$ cat config.mk
export PLATFORM = sky130hd
export DESIGN_NAME = scnc_regs
export DESIGN_NICKNAME = d
export VERILOG_FILES = /design/src/scnc_pkg.sv /design/src/scnc_regs.sv /design/src/scnc_pin_sync.sv
export SDC_FILE = /design/constraint.sdc
export NUM_CORES = 1
export LEC_CHECK = 0
export CAP_MARGIN = 20
export CELL_PAD_IN_SITES_DETAIL_PLACEMENT = 0
export CELL_PAD_IN_SITES_GLOBAL_PLACEMENT = 1
export CORE_ASPECT_RATIO = 0.9
export CORE_MARGIN = 3
export CORE_UTILIZATION = 48
export DETAILED_ROUTE_END_ITERATION = 7
export DONT_BUFFER_PORTS = 1
export PLACE_DENSITY = 0.81
export SYNTH_ARGS = -nofsm -noshare
export SYNTH_HDL_FRONTEND = slang
export SYNTH_HIERARCHICAL = 1
export SYNTH_SLANG_ARGS = --single-unit
$ cat constraint.sdc
create_clock -name clock -period 3.3 [get_ports clock]
set_clock_uncertainty 0.2 [all_clocks]
set_input_delay 0 -clock clock [delete_from_list [all_inputs] [get_ports clock]]
set_output_delay 0 -clock clock [all_outputs]
set_load 0.1 [all_outputs]
$ cat src/scnc_pkg.sv
/*
  Package for the synthesizer control and noise/spur programming block:
  serial word layout, register field positions, lock detect figures,
  state type of the register block.
  Assumes a 24-bit serial word whose two low bits select the target register.
*/

package scnc_pkg;

  ////////////////////////////////////////////////////////////////////////////
  // Serial word and target selection
  localparam int WORD_W = 24;
  localparam logic [1:0] SEL_DIVIDER = 2'h0;
  localparam logic [1:0] SEL_REFDIV = 2'h1;
  localparam logic [1:0] SEL_CONTROL = 2'h2;
  localparam logic [1:0] SEL_NOISE = 2'h3;

  ////////////////////////////////////////////////////////////////////////////
  // Control register fields
  localparam int CTL_CNT_RST = 2;
  localparam int CTL_CP_TRI = 3;
  localparam int CTL_PWR_DN = 4;
  localparam int CTL_LOCK_PREC = 5;
  localparam int CTL_POLARITY = 6;
  localparam int CTL_CP_LSB = 7;
  localparam int CTL_DOUBLER = 11;
  localparam int CTL_RESYNC_LSB = 12;

  // Noise and spur mode fields
  localparam int NS_LO_BIT = 2;
  localparam int NS_HI_LSB = 6;
  localparam logic [3:0] NS_HI_QUIET = 4'hf;

  // Divider ratio register fields
  localparam int DIV_FRACTIONAL_NUMERATOR_LSB = 2;
  localparam int DIV_INT_LSB = 14;
  localparam int DIV_FASTLOCK = 23;

  // Reference divider register fields
  localparam int REF_MOD_LSB = 2;
  localparam int REF_R_LSB = 14;
  localparam int REF_PRESC = 18;
  localparam int REF_MUX_LSB = 20;
  localparam int REF_LOAD = 23;

  ////////////////////////////////////////////////////////////////////////////
  // Lock detect figures
  localparam logic [5:0] LOCK_CNT_COARSE = 6'h18;
  localparam logic [5:0] LOCK_CNT_FINE = 6'h28;
  localparam logic [7:0] LOCK_WIN_NS = 8'h0f;
  localparam logic [7:0] UNLOCK_NS = 8'h1e;

  ////////////////////////////////////////////////////////////////////////////
  // Reset values
  localparam logic [23:0] WORD_RST = 24'h000000;
  localparam logic [11:0] MOD_RST = 12'h002;
  localparam logic [3:0] RDIV_RST = 4'h1;
  localparam logic DITHER_RST = 1'b1;

  // State of the register block
  typedef struct packed {
    logic [23:0] shift;
    logic [23:0] ctrl;
    logic [23:0] noise;
    logic [8:0] int_v;
    logic [11:0] fractional_numerator_v;
    logic fastlock;
    logic [11:0] mod_pend;
    logic [11:0] mod_act;
    logic [11:0] resync_dly;
    logic [3:0] rdiv;
    logic [2:0] muxsel;
    logic presc;
    logic [3:0] rcnt;
    logic pfd_tick;
    logic [5:0] lock_cnt;
    logic locked;
    logic dither;
    logic cp_quiet;
  } scnc_state_t;

endpackage

$ cat src/scnc_regs.sv
/*
  Serial programming, control and noise/spur registers of a fractional-N
  synthesizer, with reference path divider and digital lock detect.
  Assumes a three-wire link (serial clock, data, latch enable) and a
  reference pin, all asynchronous to clock; the phase error magnitude in
  ns arrives from logic on clock.
*/
`timescale 1ns/1ps
`default_nettype none

module scnc_regs
  import scnc_pkg::*;
(
  input wire logic clock,
  input wire logic rst_n,
  input wire logic ser_clk,
  input wire logic ser_data,
  input wire logic latch_en,
  input wire logic reference_input,
  input wire logic [7:0] cmp_err_ns,
  output logic counter_reset,
  output logic cp_three_state,
  output logic power_down,
  output logic lock_precision_select,
  output logic pd_polarity,
  output logic [3:0] cp_current,
  output logic doubler_en,
  output logic [3:0] resync_count,
  output logic dither_en,
  output logic cp_low_noise,
  output logic [8:0] int_value,
  output logic [11:0] fractional_numerator,
  output logic [11:0] fractional_modulus,
  output logic [11:0] resync_delay,
  output logic [3:0] ref_div,
  output logic [2:0] mux_select,
  output logic prescaler_sel,
  output logic fastlock,
  output logic phase_comparator_tick,
  output logic digital_lock
);

  ////////////////////////////////////////////////////////////////////////////
  // Pin synchronisation

  logic [3:0] pin_lvl;
  logic [3:0] pin_rise;
  logic [3:0] pin_fall;

  scnc_pin_sync #(
    .W(4)
  ) u_sync (
    .clock(clock),
    .rst_n(rst_n),
    .pin({reference_input, latch_en, ser_data, ser_clk}),
    .level(pin_lvl),
    .rise(pin_rise),
    .fall(pin_fall)
  );

  logic sclk_rise;
  logic sdata_lvl;
  logic le_rise;
  logic ref_rise;
  logic ref_fall;

  assign sclk_rise = pin_rise[0];
  assign sdata_lvl = pin_lvl[1];
  assign le_rise = pin_rise[2];
  assign ref_rise = pin_rise[3];
  assign ref_fall = pin_fall[3];

  ////////////////////////////////////////////////////////////////////////////
  // State

  scnc_state_t st_q;
  scnc_state_t st_d;

  // Decoded settings from the stored words
  logic ctl_cnt_rst;
  logic ctl_pwr_dn;
  logic ctl_prec;
  logic ctl_dbl;
  logic [3:0] ns_hi;
  logic ns_lo;
  logic quiet_mode;

  assign ctl_cnt_rst = st_q.ctrl[CTL_CNT_RST];
  assign ctl_pwr_dn = st_q.ctrl[CTL_PWR_DN];
  assign ctl_prec = st_q.ctrl[CTL_LOCK_PREC];
  assign ctl_dbl = st_q.ctrl[CTL_DOUBLER];
  // Noise mode of the word about to be latched
  assign ns_hi = st_q.shift[NS_HI_LSB +: 4];
  assign ns_lo = st_q.shift[NS_LO_BIT];
  assign quiet_mode = (ns_hi == NS_HI_QUIET);

  ////////////////////////////////////////////////////////////////////////////
  // Next-state logic

  logic [1:0] sel;
  logic act_edge;
  logic [3:0] rdiv_eff;
  logic cnt_hold;
  logic new_channel;
  logic [5:0] lock_need;

  always_comb begin
    st_d = st_q;
    st_d.pfd_tick = 1'b0;
    sel = st_q.shift[1:0];
    new_channel = 1'b0;

    // Serial shifter, msb first
    if (sclk_rise) begin
      st_d.shift = {st_q.shift[WORD_W-2:0], sdata_lvl};
    end

    // Route the word on latch enable
    if (le_rise) begin
      unique case (sel)
        SEL_DIVIDER: begin
          st_d.int_v = st_q.shift[DIV_INT_LSB +: 9];
          st_d.fractional_numerator_v = st_q.shift[DIV_FRACTIONAL_NUMERATOR_LSB +: 12];
          st_d.fastlock = st_q.shift[DIV_FASTLOCK];
          st_d.mod_act = st_q.mod_pend;
          new_channel = 1'b1;
        end
        SEL_REFDIV: begin
          st_d.rdiv = st_q.shift[REF_R_LSB +: 4];
          st_d.presc = st_q.shift[REF_PRESC];
          st_d.muxsel = st_q.shift[REF_MUX_LSB +: 3];
          if (st_q.shift[REF_LOAD]) begin
            st_d.resync_dly = st_q.shift[REF_MOD_LSB +: 12];
          end else begin
            st_d.mod_pend = st_q.shift[REF_MOD_LSB +: 12];
          end
        end
        SEL_CONTROL: begin
          st_d.ctrl = st_q.shift;
        end
        SEL_NOISE: begin
          st_d.noise = st_q.shift;
          st_d.dither = ~quiet_mode;
          st_d.cp_quiet = quiet_mode & ns_lo;
        end
      endcase
    end

    // Active reference edges: falling only, or both with doubler
    act_edge = ctl_dbl ? (ref_rise | ref_fall) : ref_fall;
    rdiv_eff = (st_q.rdiv == 4'h0) ? 4'h1 : st_q.rdiv;
    cnt_hold = ctl_cnt_rst | ctl_pwr_dn;

    // Reference counter, held while counter reset is set
    if (cnt_hold) begin
      st_d.rcnt = 4'h0;
    end else if (act_edge) begin
      if (st_q.rcnt + 4'h1 >= rdiv_eff) begin
        st_d.rcnt = 4'h0;
        st_d.pfd_tick = 1'b1;
      end else begin
        st_d.rcnt = st_q.rcnt + 4'h1;
      end
    end

    // Lock qualification length by precision bit
    lock_need = ctl_prec ? LOCK_CNT_FINE : LOCK_CNT_COARSE;

    // Digital lock detect
    if (cnt_hold || new_channel) begin
      st_d.lock_cnt = 6'h00;
      st_d.locked = 1'b0;
    end else if (st_q.pfd_tick) begin
      if (st_q.locked) begin
        if (cmp_err_ns > UNLOCK_NS) begin
          st_d.locked = 1'b0;
          st_d.lock_cnt = 6'h00;
        end
      end else if (cmp_err_ns > LOCK_WIN_NS) begin
        st_d.lock_cnt = 6'h00;
      end else if (st_q.lock_cnt + 6'h01 >= lock_need) begin
        st_d.locked = 1'b1;
        st_d.lock_cnt = 6'h00;
      end else begin
        st_d.lock_cnt = st_q.lock_cnt + 6'h01;
      end
    end
  end

  ////////////////////////////////////////////////////////////////////////////
  // State register

  always_ff @(posedge clock) begin
    if (!rst_n) begin
      st_q <= '0;
      st_q.shift <= WORD_RST;
      st_q.ctrl <= WORD_RST;
      st_q.noise <= WORD_RST;
      st_q.mod_pend <= MOD_RST;
      st_q.mod_act <= MOD_RST;
      st_q.rdiv <= RDIV_RST;
      st_q.dither <= DITHER_RST;
    end else begin
      st_q <= st_d;
    end
  end

  ////////////////////////////////////////////////////////////////////////////
  // Outputs, straight from stored state

  assign counter_reset = st_q.ctrl[CTL_CNT_RST];
  assign cp_three_state = st_q.ctrl[CTL_CP_TRI];
  assign power_down = st_q.ctrl[CTL_PWR_DN];
  assign lock_precision_select = st_q.ctrl[CTL_LOCK_PREC];
  assign pd_polarity = st_q.ctrl[CTL_POLARITY];
  assign cp_current = st_q.ctrl[CTL_CP_LSB +: 4];
  assign doubler_en = st_q.ctrl[CTL_DOUBLER];
  assign resync_count = st_q.ctrl[CTL_RESYNC_LSB +: 4];

  // Noise modes, registered when the noise word is latched
  assign dither_en = st_q.dither;
  assign cp_low_noise = st_q.cp_quiet;

  assign int_value = st_q.int_v;
  assign fractional_numerator = st_q.fractional_numerator_v;
  assign fractional_modulus = st_q.mod_act;
  assign resync_delay = st_q.resync_dly;
  assign ref_div = st_q.rdiv;
  assign mux_select = st_q.muxsel;
  assign prescaler_sel = st_q.presc;
  assign fastlock = st_q.fastlock;
  assign phase_comparator_tick = st_q.pfd_tick;
  assign digital_lock = st_q.locked;

endmodule // scnc_regs

`default_nettype wire

$ cat src/scnc_pin_sync.sv
/*
  Two-flop synchroniser for a group of pins with edge detection.
  Assumes pins are asynchronous to clock; edges are taken from the
  second and third stage only.
*/
`timescale 1ns/1ps
`default_nettype none

module scnc_pin_sync #(
  parameter int W = 4
) (
  input wire logic clock,
  input wire logic rst_n,
  input wire logic [W-1:0] pin,
  output logic [W-1:0] level,
  output logic [W-1:0] rise,
  output logic [W-1:0] fall
);

  typedef struct packed {
    logic [W-1:0] s1;
    logic [W-1:0] s2;
    logic [W-1:0] s3;
  } scnc_sync_t;

  scnc_sync_t st_q;
  scnc_sync_t st_d;

  // Shift the pins through the stages
  always_comb begin
    st_d.s1 = pin;
    st_d.s2 = st_q.s1;
    st_d.s3 = st_q.s2;
  end

  always_ff @(posedge clock) begin
    if (!rst_n) begin
      st_q <= '0;
    end else begin
      st_q <= st_d;
    end
  end

  // Edges from stable stages
  assign level = st_q.s2;
  assign rise = st_q.s2 & ~st_q.s3;
  assign fall = ~st_q.s2 & st_q.s3;

endmodule // scnc_pin_sync

`default_nettype wire

==> flow_metrics.env <==
export IMPL_wl_mm=11.27
export IMPL_cp_required_ns=3.45
export IMPL_cpMaxStageDelayCell="dlygate4sd3_1"
export IMPL_yosysWarnings=6
export IMPL_peakVddDrop_mv=0.3477
export IMPL_grt_overflow_total=0
export IMPL_cts_sinks=129
export IMPL_cts_htree_levels=4
export IMPL_clockBufferDepth=2
export IMPL_power_frac_seq=0.450
export IMPL_post_dp_hpwl_mm=7.326
export IMPL_setup_viol=0
export IMPL_fmax_mhz=323.8
export IMPL_die_height_um=108.3
export IMPL_clk_latency_ns=0.42
export IMPL_crit_buf_inv=3
export IMPL_wl_per_cell_um=14.55
export IMPL_synthCells=619
export IMPL_hold_violations=0
export IMPL_ant_nets=0
export IMPL_cpPeakStageDelay_ns=0.75
export IMPL_final_cell_mix="nand2_1, dfxtp_1, a21boi_1"
export IMPL_num_rows=36
export IMPL_die_area_um2=12970
export IMPL_finalPower_mw=3.492
export IMPL_p_leak_nw=2.367
export IMPL_io_pins=86
export IMPL_drt_iter0_drc=318
export IMPL_critPathKind="reg -> reg"
export IMPL_track_usage=0.1834
export IMPL_grt_pass1_wl_mm=18.58
export IMPL_crit_path_start="digital_lock"
export IMPL_antenna_found_initial=0
export IMPL_worstPathCellList="buf_4 -> or4b_4 -> a32oi_4 -> dlygate4sd3_1 -> nand2_1 -> a21oi_1 -> dlygate4sd3_1"
export IMPL_area_delta_synth_final_pct=12.70
export IMPL_comb_power_share=0.026
export IMPL_layout_drive_gt1_share=0.1640
export IMPL_p_int_mw=2.768
export IMPL_crit_cells=7
export IMPL_path_clk_slew_ns=0.06
export IMPL_avgViaCountPerCell=4.955
export IMPL_grt_max_degree=120
export IMPL_postPlaceCellArea_um2=5553
export IMPL_slew_headroom=0.3289
export IMPL_whs_path_depth=2
export IMPL_whs_ns=0.05544
export IMPL_crit_arrival_ns=3.24
export IMPL_coreArea_um2=11080
export IMPL_nNetsFinal=632
export IMPL_cp_top_family="buffers and inverters"
export IMPL_min_delay_start="reference_input"
export IMPL_p_clk_frac=0.524
export IMPL_cap_violations=0
export IMPL_report_final_slew_viol_count=0
export IMPL_n_antenna_cell=0
export IMPL_cp_start_kind="register"
export IMPL_vias=3835
export IMPL_start_util=0.5041
export IMPL_cts_made_buffers=17
export IMPL_postLayoutCellArea_um2=6295
export IMPL_period_share=0.9358
export IMPL_top_layer_used="met4"
export IMPL_m1WireLength_mm=5.180
export IMPL_outcome="finished, final reports clean"
export IMPL_critPathMaxFanout=7
export IMPL_cp_end_kind="register"
export IMPL_numPortBuffers=0
export IMPL_synth_nets=642
export IMPL_first_global_vias=3660
export IMPL_cts_repair_timing_setup_buffer_count=0
export IMPL_mostFrequentLayoutCell="nand2_1"
export IMPL_fin_crit_ns=3.088
export IMPL_cp_common_cell="dlygate4sd3_1"
export IMPL_reg2reg_from="digital_lock"
export IMPL_sw_frac_of_total=0.2072
export IMPL_p_per_area_nw_per_um2=554.7
export IMPL_met3WireLength_um=799
export IMPL_setup_tns_ns=0
export IMPL_die_x_um=119.7
export IMPL_reg2reg_depth=7
export IMPL_drc=0
export IMPL_tightest_slew_ns=1.005
export IMPL_syn_area_um2=5585
export IMPL_drt_pass1_iter_count=4
export IMPL_avgSynthCellArea_um2=9.023
export IMPL_rsz0062_at_grt="no"
export IMPL_cts_root_buf="clkbuf_16"
export IMPL_wl_met2_mm=5.160
export IMPL_p_switching_mw=0.7234
export IMPL_gp_congestion=0.7997
export IMPL_hold_class="in -> reg"
export IMPL_cts_tree="done"
worst paths after layout:
path | to | slack, ns
worst min register to register | u_sync/level[0] | 0.23
worst max-delay path | st_q[3] | 0.21
worst min-delay path | u_sync/st_d[7] | 0.06
worst max register to register | st_q[3] | 0.21
final cells by class:
type | instances | area [um^2]
flip-flops and latches | 129 | 2582
fillers | 1034 | 4786
inverters | 5 | 18.77
multi-input cells | 390 | 2371
clock inverters | 11 | 111.4
well taps | 152 | 190.2
clock buffers | 21 | 470.5
repair buffers | 66 | 550.5
stage by stage:
stage,utilization,setup WS [ns],instances
2_1_floorplan,-,0.7777,619
3_3_place_gp,0.5011,0.9337,728
3_5_place_dp,0.5011,0.7449,728
4_1_cts,0.5679,0.1672,774
5_1_grt,0.5681,0.06644,774
6_report,0.5681,0.2118,774
sequential cells by signal, summed over array words and instances, names as in the netlist, 4 cells and up:
| signal | cells |
|---|---|
| st_q | 39 |
| u_sync/level | 4 |
| resync_count | 4 |
| u_sync/st_d | 4 |
| resync_delay | 12 |
| ns_hi | 4 |
| cp_current | 4 |
| fractional_modulus | 12 |
| int_value | 9 |
| fractional_numerator | 12 |
| ref_div | 4 |
power groups by stage:
stage | Combinational, mW | Sequential, mW | Clock [mW]
finish | 0.0903 | 1.57 | 1.83
global route | 0.0980 | 1.57 | 1.95
detailed placement | 0.0610 | 1.61 | 0
CTS | 0.0912 | 1.57 | 1.87
floorplan | 0.0700 | 1.60 | 0
global placement | 0.0605 | 1.61 | 0
layer usage:
metal | GRT usage | vias to the layer above
met5 | 0 | -
met1 | 0.2285 | 1769
met3 | 0.07845 | 12
met4 | 0.06950 | 0
met2 | 0.2835 | 94
li1 | - | 1960
what timing repair did:
| action | in CTS | in global routing |
|---|---|---|
| setup endpoints to repair | 0 | 3 |
| hold buffers | 14 | 0 |
| gates resized for setup | 0 | 1 |
| hold endpoints to repair | 129 | 0 |
No activity file was read; power rests on OpenSTA's default activity.
